===== config.mk =====
export PLATFORM = sky130hd
export DESIGN_NAME = tptpcs_framer
export DESIGN_NICKNAME = d
export VERILOG_FILES = /design/src/tptpcs_pkg.sv /design/src/tptpcs_framer.sv
export SDC_FILE = /design/constraint.sdc
export NUM_CORES = 1
export LEC_CHECK = 0
export BUFFER_PORTS_ARGS = -buffer_cell sky130_fd_sc_hd__buf_2
export CAP_MARGIN = 5
export CELL_PAD_IN_SITES_DETAIL_PLACEMENT = 2
export CELL_PAD_IN_SITES_GLOBAL_PLACEMENT = 2
export CORE_ASPECT_RATIO = 0.7
export CORE_MARGIN = 4
export CORE_UTILIZATION = 40
export CTS_CLUSTER_SIZE = 30
export DETAILED_ROUTE_END_ITERATION = 10
export PLACE_DENSITY_LB_ADDON = 0.1
export SYNTH_ARGS = -nofsm -noshare
export SYNTH_HDL_FRONTEND = slang
export SYNTH_HIERARCHICAL = 1
export SYNTH_SLANG_ARGS = --single-unit

===== constraint.sdc =====
create_clock -name clk_sys -period 8.1 [get_ports clk_sys]
set_input_delay 1.62 -clock clk_sys [delete_from_list [all_inputs] [get_ports clk_sys]]
set_output_delay 1.62 -clock clk_sys [all_outputs]
set_load 0.01 [all_outputs]

===== src/tptpcs_pkg.sv =====
// constants and types shared by the twisted-pair pcs framer
// What this block does
// line never goes quiet; idle code-groups fill every gap between frames. In zero mode (phy control disabled) the code sends CG_ZERO on all pairs.
// as clock leader the transmitter is timed from the local reference clock.
// as clock follower the transmitter is timed from the recovered line clock.
// start character on lane 0 gives a stream start delimiter, then data code-groups.
// terminate character ends the frame with a stream end delimiter.
// idle-mode code-groups follow every stream end delimiter. Code idles only the later lanes; a start delimiter can follow next cycle.
// idle code-groups carry whether the local receiver works reliably.
// every idle-to-data change opens with a stream start delimiter.
// during a frame, distinct code-groups flag transmit errors and other control. The code sends the one CG_ERR for errors and for all other control.
// receive finds frame start and end and decodes into 32-bit words.
// receive reports every bad code-group sequence to the mac. Code forces lanes after an end delimiter to idle unchecked.
// code-groups go out on all four pairs without pause; received ones are processed.
// phy control stays idle until auto-negotiation completes, then runs start-up.
// data mode only while both receivers are reliable, else idle code-groups only.
// leader or follower role comes from auto-negotiation.
// idle mode uses only a small subset of code-groups.
// received code-groups arrive through the code-group delivery strobe.
// transmit mode is normal, idle-only or zeros, followed continuously.
// in training only idle code-groups are generated.
// delimiter, idle and error code-group values are design parameters.
package tptpcs_pkg;
  // ==========================================================
  // widths and sizes
  localparam int NUM_PAIRS = 4;
  localparam int CG_W = 10;
  localparam int CG_CTRL_BIT = 9;
  localparam int FIFO_DEPTH = 16;
  localparam int CNT_W = 5;
  // ==========================================================
  // mac-side characters, one byte per lane
  localparam logic [7:0] XG_IDLE = 8'h07;
  localparam logic [7:0] XG_START = 8'hfb;
  localparam logic [7:0] XG_TERM = 8'hfd;
  localparam logic [7:0] XG_ERROR = 8'hfe;
  localparam logic [7:0] XG_PREAMBLE = 8'h55;
  // ==========================================================
  // default line code-groups; top bit set marks a control group
  localparam logic [9:0] CG_SSD_DEF = 10'h3c1;
  localparam logic [9:0] CG_ESD_DEF = 10'h3c2;
  localparam logic [9:0] CG_IDLE_OK_DEF = 10'h301;
  localparam logic [9:0] CG_IDLE_BAD_DEF = 10'h302;
  localparam logic [9:0] CG_ERR_DEF = 10'h3fe;
  localparam logic [9:0] CG_ZERO = 10'h000;
  // ==========================================================
  // enumerations
  typedef enum logic [1:0] {
    MODE_ZERO = 2'b00,
    MODE_IDLE = 2'b01,
    MODE_NORMAL = 2'b10
  } tptpcs_txmode_type;
  typedef enum logic [1:0] {
    PC_DISABLED = 2'b00,
    PC_TRAINING = 2'b01,
    PC_RUNNING = 2'b10
  } tptpcs_phyctl_type;
  typedef enum logic {
    ST_GAP = 1'b0,
    ST_FRAME = 1'b1
  } tptpcs_stream_type;
  // ==========================================================
  // carriers
  typedef struct packed {
    logic [3:0] ctrl;
    logic [31:0] data;
  } tptpcs_xgmii_type;
  typedef logic [NUM_PAIRS-1:0][CG_W-1:0] tptpcs_quad_type;
  // ==========================================================
  // reset values
  localparam tptpcs_xgmii_type XG_IDLE_WORD = '{ctrl: 4'hf, data: 32'h07070707};
  localparam tptpcs_txmode_type RST_MODE = MODE_ZERO;
  localparam tptpcs_phyctl_type RST_PHYCTL = PC_DISABLED;
endpackage : tptpcs_pkg


===== src/tptpcs_framer.sv =====
// transmit framer, receive deframer, phy control and transmit fifo
// ==========================================================
// fifo between the mac and the transmit framer
module tptpcs_fifo
  import tptpcs_pkg::*;
#(
  parameter int WIDTH = 36,
  parameter int DEPTH = 16
)
(
  input wire logic clk_sys, // system clock
  input wire logic reset, // synchronous, active high
  input wire logic inValid, // write request
  output logic inReady, // room for a word
  input wire logic [WIDTH-1:0] inData, // write data
  output logic outValid, // a word is waiting
  input wire logic outReady, // reader takes the word
  output logic [WIDTH-1:0] outData // head word
);
  localparam int AW = $clog2(DEPTH);
  logic [WIDTH-1:0] mem [DEPTH];
  logic [AW-1:0] wrPtr_ff;
  logic [AW-1:0] rdPtr_ff;
  logic [AW:0] count_ff;
  logic [AW:0] nxt_count;
  logic notFull_ff;
  logic push;
  logic pop;

  assign push = inValid && notFull_ff;
  assign pop = outReady && (count_ff != '0);
  assign inReady = notFull_ff;
  assign outValid = (count_ff != '0);
  assign outData = mem[rdPtr_ff];

  // occupancy; ready is kept in a flop so the mac sees a clean level
  always_comb
  begin
    nxt_count = count_ff;
    if (push && !pop)
    begin
      nxt_count = count_ff + 1'b1;
    end
    else if (pop && !push)
    begin
      nxt_count = count_ff - 1'b1;
    end
  end

  always_ff @(posedge clk_sys)
  begin
    if (reset)
    begin
      count_ff <= '0;
      notFull_ff <= 1'b1;
    end
    else
    begin
      count_ff <= nxt_count;
      notFull_ff <= (nxt_count != (AW+1)'(DEPTH));
    end
  end

  // pointers
  always_ff @(posedge clk_sys)
  begin
    if (reset)
    begin
      wrPtr_ff <= '0;
      rdPtr_ff <= '0;
    end
    else
    begin
      if (push)
      begin
        wrPtr_ff <= wrPtr_ff + 1'b1;
      end
      if (pop)
      begin
        rdPtr_ff <= rdPtr_ff + 1'b1;
      end
    end
  end

  // storage has no reset; only written entries are ever read
  always_ff @(posedge clk_sys)
  begin
    if (push)
    begin
      mem[wrPtr_ff] <= inData;
    end
  end
endmodule : tptpcs_fifo

// ==========================================================
// top: framer, deframer and phy control
module tptpcs_framer
  import tptpcs_pkg::*;
#(
  parameter logic [9:0] CG_SSD = CG_SSD_DEF, // start delimiter
  parameter logic [9:0] CG_ESD = CG_ESD_DEF, // end delimiter
  parameter logic [9:0] CG_IDLE_OK = CG_IDLE_OK_DEF, // idle, receiver good
  parameter logic [9:0] CG_IDLE_BAD = CG_IDLE_BAD_DEF, // idle, receiver bad
  parameter logic [9:0] CG_ERR = CG_ERR_DEF // transmit error
)
(
  input wire logic clk_sys, // system clock
  input wire logic reset, // synchronous, active high
  input wire logic txValid, // mac word valid
  output logic txReady, // fifo has room
  input wire tptpcs_xgmii_type txWord, // mac transmit word
  input wire logic anComplete, // auto-negotiation done
  input wire logic anLeader, // negotiated role: 1 leader
  input wire logic locRcvrOk, // local receiver reliable
  input wire logic rxCodegroupDelivery, // rx code-groups valid
  input wire tptpcs_quad_type rxCg, // rx groups, index 0..3 = pairs a..d
  output logic [9:0] linePairA, // tx code-group pair a
  output logic [9:0] linePairB, // tx code-group pair b
  output logic [9:0] linePairC, // tx code-group pair c
  output logic [9:0] linePairD, // tx code-group pair d
  output tptpcs_xgmii_type rxWord, // decoded receive word
  output tptpcs_txmode_type txMode, // current transmit mode
  output tptpcs_phyctl_type phyCtlState, // phy control state
  output logic txTimingRecovered, // 1: tx timed by recovered clock
  output logic remRcvrOk // remote receiver reliable
);
  // ==========================================================
  // declarations
  tptpcs_phyctl_type pcState_ff;
  tptpcs_phyctl_type nxt_pcState;
  tptpcs_txmode_type txMode_ff;
  tptpcs_txmode_type nxt_txMode;
  tptpcs_stream_type txState_ff;
  tptpcs_stream_type nxt_txState;
  tptpcs_stream_type rxState_ff;
  tptpcs_stream_type nxt_rxState;
  tptpcs_quad_type txCg_ff;
  tptpcs_quad_type nxt_txCg;
  tptpcs_xgmii_type rxWord_ff;
  tptpcs_xgmii_type nxt_rxWord;
  tptpcs_xgmii_type head;
  logic [35:0] headBits;
  logic headValid;
  logic pop;
  logic follower_ff;
  logic remOk_ff;
  logic nxt_remOk;
  logic [9:0] idleCg;

  assign head = tptpcs_xgmii_type'(headBits);
  assign linePairA = txCg_ff[0];
  assign linePairB = txCg_ff[1];
  assign linePairC = txCg_ff[2];
  assign linePairD = txCg_ff[3];
  assign rxWord = rxWord_ff;
  assign txMode = txMode_ff;
  assign phyCtlState = pcState_ff;
  assign txTimingRecovered = follower_ff;
  assign remRcvrOk = remOk_ff;

  // ==========================================================
  // transmit fifo; the framer stalls it for the delimiter cycle
  tptpcs_fifo #(
    .WIDTH($bits(tptpcs_xgmii_type)),
    .DEPTH(FIFO_DEPTH)
  ) u_txFifo (
    .clk_sys(clk_sys),
    .reset(reset),
    .inValid(txValid),
    .inReady(txReady),
    .inData(txWord),
    .outValid(headValid),
    .outReady(pop),
    .outData(headBits)
  );

  // ==========================================================
  // phy control: waits for negotiation, trains, then runs
  always_comb
  begin
    nxt_pcState = pcState_ff;
    unique case (pcState_ff)
      PC_DISABLED:
      begin
        if (anComplete)
        begin
          nxt_pcState = PC_TRAINING;
        end
      end
      PC_TRAINING:
      begin
        if (locRcvrOk && remOk_ff)
        begin
          nxt_pcState = PC_RUNNING;
        end
      end
      PC_RUNNING:
      begin
        if (!(locRcvrOk && remOk_ff))
        begin
          nxt_pcState = PC_TRAINING;
        end
      end
      default:
      begin
        nxt_pcState = PC_DISABLED;
      end
    endcase
    if (!anComplete)
    begin
      nxt_pcState = PC_DISABLED;
    end
  end

  // mode follows the next state so mode and state change together
  always_comb
  begin
    unique case (nxt_pcState)
      PC_RUNNING: nxt_txMode = MODE_NORMAL;
      PC_TRAINING: nxt_txMode = MODE_IDLE;
      default: nxt_txMode = MODE_ZERO;
    endcase
  end

  always_ff @(posedge clk_sys)
  begin
    if (reset)
    begin
      pcState_ff <= RST_PHYCTL;
      txMode_ff <= RST_MODE;
    end
    else
    begin
      pcState_ff <= nxt_pcState;
      txMode_ff <= nxt_txMode;
    end
  end

  // role is caught when negotiation finishes and held until it restarts;
  // the output steers the transmit clock mux outside this block
  always_ff @(posedge clk_sys)
  begin
    if (reset)
    begin
      follower_ff <= 1'b0;
    end
    else if (pcState_ff == PC_DISABLED && anComplete)
    begin
      follower_ff <= !anLeader;
    end
  end

  // ==========================================================
  // transmit framer
  assign idleCg = locRcvrOk ? CG_IDLE_OK : CG_IDLE_BAD;

  always_comb
  begin
    logic termSeen;
    logic [7:0] lane;
    termSeen = 1'b0;
    lane = 8'h00;
    pop = 1'b0;
    nxt_txState = txState_ff;
    nxt_txCg = {NUM_PAIRS{idleCg}};
    unique case (txMode_ff)
      MODE_ZERO:
      begin
        nxt_txCg = {NUM_PAIRS{CG_ZERO}};
        pop = headValid;
        nxt_txState = ST_GAP;
      end
      MODE_IDLE:
      begin
        pop = headValid; // mac words are dropped while training
        nxt_txState = ST_GAP;
      end
      MODE_NORMAL:
      begin
        if (txState_ff == ST_GAP)
        begin
          if (headValid && head.ctrl[0] && head.data[7:0] == XG_START)
          begin
            // delimiter takes an extra cycle; the start word stays queued
            nxt_txCg = {NUM_PAIRS{CG_SSD}};
            nxt_txState = ST_FRAME;
          end
          else
          begin
            pop = headValid; // words outside a frame are not sent
          end
        end
        else if (!headValid)
        begin
          nxt_txCg = {NUM_PAIRS{CG_ERR}}; // mac underran mid-frame
        end
        else
        begin
          pop = 1'b1;
          for (int i = 0; i < NUM_PAIRS; i++)
          begin
            lane = head.data[8*i +: 8];
            if (termSeen)
            begin
              nxt_txCg[i] = idleCg;
            end
            else if (!head.ctrl[i])
            begin
              nxt_txCg[i] = {2'b00, lane};
            end
            else if (lane == XG_TERM)
            begin
              nxt_txCg[i] = CG_ESD;
              termSeen = 1'b1;
              nxt_txState = ST_GAP;
            end
            else if (i == 0 && lane == XG_START)
            begin
              nxt_txCg[i] = {2'b00, XG_PREAMBLE}; // start lane carries preamble
            end
            else
            begin
              nxt_txCg[i] = CG_ERR;
            end
          end
        end
      end
      default:
      begin
        nxt_txCg = {NUM_PAIRS{CG_ZERO}};
      end
    endcase
  end

  // code-groups leave every cycle on all pairs
  always_ff @(posedge clk_sys)
  begin
    if (reset)
    begin
      txState_ff <= ST_GAP;
      txCg_ff <= {NUM_PAIRS{CG_ZERO}};
    end
    else
    begin
      txState_ff <= nxt_txState;
      txCg_ff <= nxt_txCg;
    end
  end

  // ==========================================================
  // receive deframer; the line code is undefined so groups map directly
  always_comb
  begin
    logic endSeen;
    logic [9:0] cg;
    endSeen = 1'b0;
    cg = 10'h000;
    nxt_rxState = rxState_ff;
    nxt_rxWord = XG_IDLE_WORD;
    nxt_remOk = remOk_ff;
    if (rxCodegroupDelivery)
    begin
      if (rxState_ff == ST_GAP)
      begin
        if (rxCg == {NUM_PAIRS{CG_SSD}})
        begin
          nxt_rxWord = '{ctrl: 4'h1, data: {{3{XG_PREAMBLE}}, XG_START}};
          nxt_rxState = ST_FRAME;
        end
        else
        begin
          for (int i = 0; i < NUM_PAIRS; i++)
          begin
            cg = rxCg[i];
            if (cg != CG_IDLE_OK && cg != CG_IDLE_BAD)
            begin
              nxt_rxWord.data[8*i +: 8] = XG_ERROR;
            end
          end
          if (rxCg == {NUM_PAIRS{CG_IDLE_OK}})
          begin
            nxt_remOk = 1'b1; // remote says its receiver is good
          end
          else if (rxCg == {NUM_PAIRS{CG_IDLE_BAD}})
          begin
            nxt_remOk = 1'b0;
          end
        end
      end
      else
      begin
        for (int i = 0; i < NUM_PAIRS; i++)
        begin
          cg = rxCg[i];
          if (endSeen)
          begin
            nxt_rxWord.data[8*i +: 8] = XG_IDLE;
            nxt_rxWord.ctrl[i] = 1'b1;
          end
          else if (cg == CG_ESD)
          begin
            nxt_rxWord.data[8*i +: 8] = XG_TERM;
            nxt_rxWord.ctrl[i] = 1'b1;
            endSeen = 1'b1;
            nxt_rxState = ST_GAP;
          end
          else if (!cg[CG_CTRL_BIT])
          begin
            nxt_rxWord.data[8*i +: 8] = cg[7:0];
            nxt_rxWord.ctrl[i] = 1'b0;
          end
          else
          begin
            nxt_rxWord.data[8*i +: 8] = XG_ERROR;
            nxt_rxWord.ctrl[i] = 1'b1;
          end
        end
      end
    end
  end

  always_ff @(posedge clk_sys)
  begin
    if (reset)
    begin
      rxState_ff <= ST_GAP;
      rxWord_ff <= XG_IDLE_WORD;
      remOk_ff <= 1'b0;
    end
    else
    begin
      rxState_ff <= nxt_rxState;
      rxWord_ff <= nxt_rxWord;
      remOk_ff <= nxt_remOk;
    end
  end
endmodule : tptpcs_framer


==> out/metrics.csv, run 1 <==
stage;metric;value;unit
global_route;grt_pass1_vias;14877;
sta;setup_ws;3.257;ns
route;via_per_inst;5.613;
synthesis;synth-edff-count;576;
route;ant_nets;0;
critical_path;cp_max_fo;58;
synthesis;ys_seq_area_frac;0.7402;
synthesis;yosys-top-cells-area;edfxtp_1 (66%), mux4_2 (16%), dfxtp_1 (7.5%);
hold_path;hp-class;reg -> reg;
place;dp_hpwl;42.77;mm
sta;hold_viol;0;
synthesis;yosysTopAreaCell;edfxtp_1;
critical_path;critPathTopFamily;simple AND/OR/NAND/NOR gates;
synthesis;synth_top_cell_area_share;0.6648;
place;gp_congestion;0.7648;
synthesis;synth_most_common_cell;edfxtp_1;
layout;design_area;0.03003;mm^2
critical_path;reg2reg_to;u_txFifo/inReady;
critical_path;rr_worst_depth;10;
outcome;status;finished, final reports clean;
sta;setup_tns;0;ns
route;drcViolationCount;0;
die;pin_count;166;
critical_path;critPathLaunchType;register;
layout;fin_nets;1610;
sta;slew_headroom;0.1978;
synthesis;syn-num-nets;1414;
sta;fin_crit_sh;0.5979;
cts;cts_tree;built;
synthesis;synthFlopType;edfxtp_1;
synthesis;yosys-top-cells-count;edfxtp_1 (576), mux4_2 (180), dfxtp_1 (98), nor2_1 (66), o21ai_0 (60);
critical_path;cp.arrival;5.31;ns
critical_path;crit_path_end;u_txFifo/inReady;
critical_path;cp_slowest_cell;dfxtp_4;
power_and_ir_drop;vdd_drop_max;176.7;uV
cts;post_cts_buffers;0;
power_and_ir_drop;p_per_area;266.1;mW/mm^2
critical_path;reg2reg_setup_slack;3.26;ns
cts;cts_max_level;3;
sta;setup_viol;0;
sta;tightest_slew;1.191;ns
sta;timing.fmax;206.5;MHz
synthesis;avgSynthCellArea;19.69;um^2
die;die-area;0.06925;mm^2
place;placed_area;0.02782;mm^2
run;cap_violations;0;
synthesis;ys_async_sr_fraction;0;
global_route;grt_max_degree;59;
route;drt-wirelength-per-cell;30.44;um
critical_path;critPathBufInv;1;
global_route;antenna_found_initial;6;
die;coreArea;0.06378;mm^2
synthesis;ys_seq_elements;674;
synthesis;syn_inst;1321;
synthesis;ys_types;62;
sta;rsz0062_at_grt;no;
layout;layout-drive-gt1-share;0.3182;
route;num_vias;13691;
critical_path;cp.required;8.57;ns
synthesis;yosys_warnings;6;
die;placementRows;77;
layout;final_cells;2439;
global_route;grt_usage;0.2157;
critical_path;crit_type;reg -> reg;
cts;postCtsHoldBufs;0;
sta;clock_skew;0.02284;ns
place;io_buffers;165;
die;start_util;0.4079;
cts;clk_latency;0.61;ns
place;dp.cells;2316;
critical_path;end_kind;register;
critical_path;path_common_cell;mux4_2;
route;dr.pass1.iters;5;
cts;clock-sinks;674;
layout;syn2layout_area_growth;15.44;%
route;wl;74.25;mm
global_route;overflow;0;
sta;fin_crit;4.843;ns
place;post-place-ws;3.312;ns
critical_path;worst_path_largest_cell_delay;0.97;ns
die;fp.dieW;312.8;um
cts;clkTransAtPathRegs;0.06;ns
route;drtIter0Drc;1410;
cts;cts-buffers-inserted;68;
cts;clock-root-buffer;clkbuf_16;
critical_path;cp.depth;10;
cts;cts_resized;0;
power_and_ir_drop;p_leak;9.733;nW
sta;report.final.slew_viol_count;0;
global_route;grt_pass1_wl;108.6;mm
critical_path;crit_chain;buf_4, mux4_2, mux4_2, nand2b_1, or4_1, o21ai_0, a21oi_1, a2111oi_0, and2_1, nand4_1;
synthesis;syn_area;0.02602;mm^2
die;die_h;221.4;um
cts;cts_max_path_buffers;3;
## placed cells by master, fill, tap and decap left out, types with 18 or more instances in the layout
cell,synthesis,routed
a21oi_1,32,32
buf_2,19,165
buf_4,4,24
clkbuf_1,26,18
clkbuf_16,0,70
dfxtp_1,98,94
edfxtp_1,576,576
mux4_2,180,180
nand2_1,34,34
nor2_1,66,66
o21ai_0,60,60
## routing by layer
layer  vias to the layer above  share of wire  global-route usage
li1                       5789              -                   -
met1                      7484           0.47              0.3215
met2                       331           0.47              0.3347
met3                        85          0.048             0.03984
met4                         2          0.015             0.04390
met5                         -        0.00018                   0
## per-stage QoR
stage / util / power (mW) / hold slack (ns)
floorplan: - / 4.599 / 0.4603
global placement: 0.4361 / 4.891 / 0.4729
detailed placement: 0.4361 / 4.914 / 0.4799
CTS: 0.4708 / 8.100 / 0.4878
global route: 0.4708 / 8.331 / 0.5116
finish: 0.4709 / 7.993 / 0.4898
## where the power goes
group          total (mW)  leakage (nW)  switching [mW]  internal [mW]
Clock                3.16          1.07            1.33           1.83
Combinational       0.948          2.66           0.528          0.420
Sequential           3.89          6.01          0.0657           3.82
Total                7.99          9.73            1.92           6.07
## logic make-up after synthesis
family	synth area share
and+or+nand+nor	0.04862
adders and majority gates	0.004809
muxes	0.1562
buffers and inverters	0.01534
DFF	0.7402
AOI/OAI and AO/OA	0.02939
xor gates and xnor gates	0.005387
## sequential cells by signal, indices dropped and copies added, names as in the netlist, 2 cells and up, named ones only
register	flops
linePairA	9
linePairB	9
linePairC	9
linePairD	9
phyCtlState	2
rxWord	36
txMode	2
u_txFifo/count_ff	5
u_txFifo/mem	576
u_txFifo/rdPtr_ff	4
u_txFifo/wrPtr_ff	4
## worst min path at each step
| stage | start | endpoint | slack (ns) | cells past startpoint |
|---|---|---|---|---|
| 4_1_cts | remRcvrOk | remRcvrOk | 0.49 | 2 |
| 2_1_floorplan | u_txFifo/rdPtr_ff[1] | register | 0.46 | 2 |
| 5_1_grt | remRcvrOk | remRcvrOk | 0.51 | 2 |
| 3_5_place_dp | remRcvrOk | remRcvrOk | 0.48 | 2 |
| 6_report | remRcvrOk | remRcvrOk | 0.49 | 2 |
| 3_3_place_gp | remRcvrOk | remRcvrOk | 0.47 | 2 |
## worst reg2reg max path: cells and delay by family, from the launching register on
kind	cells	cell delay (ns)
multiplexers	2	0.94
AO/OA/AOI/OAI	3	1.04
flip-flops	1	0.97
AND/OR/NAND/NOR	4	1.14
buffers and inverters	1	0.63
## area by class of cell
type	count	area, um^2
multi-input combinational	569	6379
clock inverter	28	324.1
antenna	2	5.005
fill	5797	33750
timing repair buffer	190	1026
clock buffer	93	1888
inverter	14	52.55
sequential	674	19270
tap	869	1087
Power figures use the tool's default switching activity.
==> run 2: changes to the inputs <==
- clock period: 8.1 -> 4.6 ns (I/O delays scaled with it)
==> out/metrics.csv, run 2 (synthesis gave the netlist of run 1 again) <==
stage;metric;value;unit;change
outcome;status;finished, final reports clean;;unchanged
layout;layout_common_cells;edfxtp_1 (576), mux4_2 (180), buf_2 (165);;unchanged
die;die_h;221.4;um;unchanged
sta;timing.fmax;238.7;MHz;was 206.5 MHz
layout;largest_reg_flops;576;;unchanged
sta;fin_crit_sh;0.9108;;was 0.5979
layout;utilization;0.4731;;was 0.4709
sta;slew_headroom;0.3833;;was 0.1978
hold_path;hp-class;in -> reg;;was reg -> reg
critical_path;cp_slowest_cell;mux4_2;;was dfxtp_4
sta;rsz0062_at_grt;no;;unchanged
sta;setup_tns;0;ns;unchanged
global_route;grt_pass1_wl;110.4;mm;was 108.6 mm
sta;fin_crit;4.190;ns;was 4.843 ns
layout;regMostFlops;u_txFifo/mem;;unchanged
cts;postCtsHoldBufs;0;;unchanged
die;placementRows;77;;unchanged
sta;tightest_slew;0.9250;ns;was 1.191 ns
cts;clkTransAtPathRegs;0.06;ns;about the same
die;start_util;0.4079;;unchanged
sta;report.final.slew_viol_count;0;;unchanged
critical_path;cp_max_fo;41;;was 58
route;drcViolationCount;0;;unchanged
route;drtIter0Drc;1490;;was 1410
critical_path;reg2reg_setup_slack;0.41;ns;was 3.26 ns
sta;clock_skew;0.03249;ns;was 0.02284 ns
global_route;grt_pass1_vias;14940;;was 14877
route;via_per_inst;5.714;;was 5.613
critical_path;crit_chain;buf_4, buf_12, buf_4, mux4_2, mux4_2, nand2_1, or4_1, nand3_1, o21ai_0, a31oi_1;;was buf_4, mux4_2, mux4_2, nand2b_1, or4_1, o21ai_0, a21oi_1, a2111oi_0, and2_1, nand4_1
critical_path;worst_path_largest_cell_delay;0.65;ns;was 0.97 ns
sta;hold_viol;0;;unchanged
cts;cts_tree;built;;unchanged
layout;layout_commonest_cell;edfxtp_1;;unchanged
route;wl;75.94;mm;was 74.25 mm
power_and_ir_drop;p_leak;9.847;nW;was 9.733 nW
die;coreArea;0.06378;mm^2;unchanged
critical_path;cp.arrival;4.64;ns;was 5.31 ns
critical_path;end_kind;register;;unchanged
cts;post_cts_buffers;0;;unchanged
hold_path;hp-start;anLeader;;was remRcvrOk
critical_path;critPathTopFamily;multiplexers;;was simple AND/OR/NAND/NOR gates
hold_path;holdPathStages;2;;unchanged
place;gp_congestion;0.7721;;was 0.7648
layout;fin_nets;1630;;was 1610
cts;cts_resized;0;;unchanged
global_route;grt_usage;0.2201;;was 0.2157
place;dp_hpwl;46.74;mm;was 42.77 mm
power_and_ir_drop;vdd_drop_max;338.1;uV;was 176.7 uV
power_and_ir_drop;p_per_area;465.1;mW/mm^2;was 266.1 mW/mm^2
route;ant_nets;0;;unchanged
critical_path;cp.depth;10;;unchanged
critical_path;critPathLaunchType;register;;unchanged
cts;cts_max_level;3;;unchanged
global_route;grt_max_degree;77;;was 59
critical_path;reg2reg_to;linePairD[0];;was u_txFifo/inReady
critical_path;rr_worst_depth;10;;unchanged
die;die-area;0.06925;mm^2;unchanged
die;fp.dieW;312.8;um;unchanged
layout;layout-drive-gt1-share;0.3302;;was 0.3182
critical_path;critPathBufInv;3;;was 1
sta;setup_viol;0;;unchanged
hold_path;hold-path-endpoint;txTimingRecovered;;was remRcvrOk
place;io_buffers;165;;unchanged
cts;cts-buffers-inserted;67;;was 68
run;cap_violations;0;;unchanged
global_route;overflow;0;;unchanged
layout;syn2layout_area_growth;15.99;%;was 15.44%
global_route;antenna_found_initial;8;;was 6
die;pin_count;166;;unchanged
critical_path;cp.required;5.05;ns;was 8.57 ns
cts;clock-sinks;674;;unchanged
route;dr.pass1.iters;5;;unchanged
critical_path;crit_type;reg -> reg;;unchanged
route;drt-wirelength-per-cell;30.94;um;was 30.44 um
cts;clock-root-buffer;clkbuf_16;;unchanged
cts;clk_latency;0.61;ns;about the same
route;num_vias;14021;;was 13691
cts;cts_max_path_buffers;3;;unchanged
run 2: cell count changes in the layout (fill, tap and decap cells not counted), sizes merged:
cell      change
diode         -1
buf          +21
clkbuf        -8
clkinvlp      -2
clkinv        +5
run 2: layout make-up:
class                           instances  area, um^2
Sequential cell                       674       19270
Clock buffer                           85        1836
Inverter                               14       52.55
Clock inverter                         31       310.3
Fill cell                            5793       33600
Multi-Input combinational cell        569        6382
Tap cell                              869        1087
Antenna cell                            1       2.502
Timing Repair Buffer                  211        1234
run 2: routing by layer:
metal / vias to the layer above / share of wire / GRT usage
met5: - / 0.00061 / 0
met4: 6 / 0.020 / 0.05102
met3: 114 / 0.066 / 0.04667
met2: 477 / 0.47 / 0.3448
met1: 7613 / 0.44 / 0.3184
li1: 5811 / - / -
run 2: power by group:
part | switching, mW | total (mW) | internal [mW]
logic | 0.968 | 1.74 | 0.769
registers | 0.0927 | 6.82 | 6.73
clock network | 2.32 | 5.48 | 3.16
total | 3.38 | 14.0 | 10.7
run 2: through the flow:
stage	instance area, um^2	setup slack, ns	instances	hold slack (ns)	total power, mW
floorplan	26020	1.104	1321	0.4603	8.098
global placement	28020	0.4054	2337	0.4897	8.647
detailed placement	28020	0.3462	2337	0.5226	8.694
CTS	30170	0.3170	2453	0.4877	14.21
global route	30170	0.1178	2453	0.4859	14.60
finish	30180	0.4102	2454	0.5251	14.03
run 2: worst max-delay path by stage:
stage | startpoint | to | slack, ns
6_report | register | linePairD[0] | 0.41
5_1_grt | register | u_txFifo/inReady | 0.12
4_1_cts | register | txState_ff | 0.32
3_5_place_dp | register | txState_ff | 0.35
3_3_place_gp | register | txState_ff | 0.41
2_1_floorplan | register | u_txFifo/inReady | 1.10
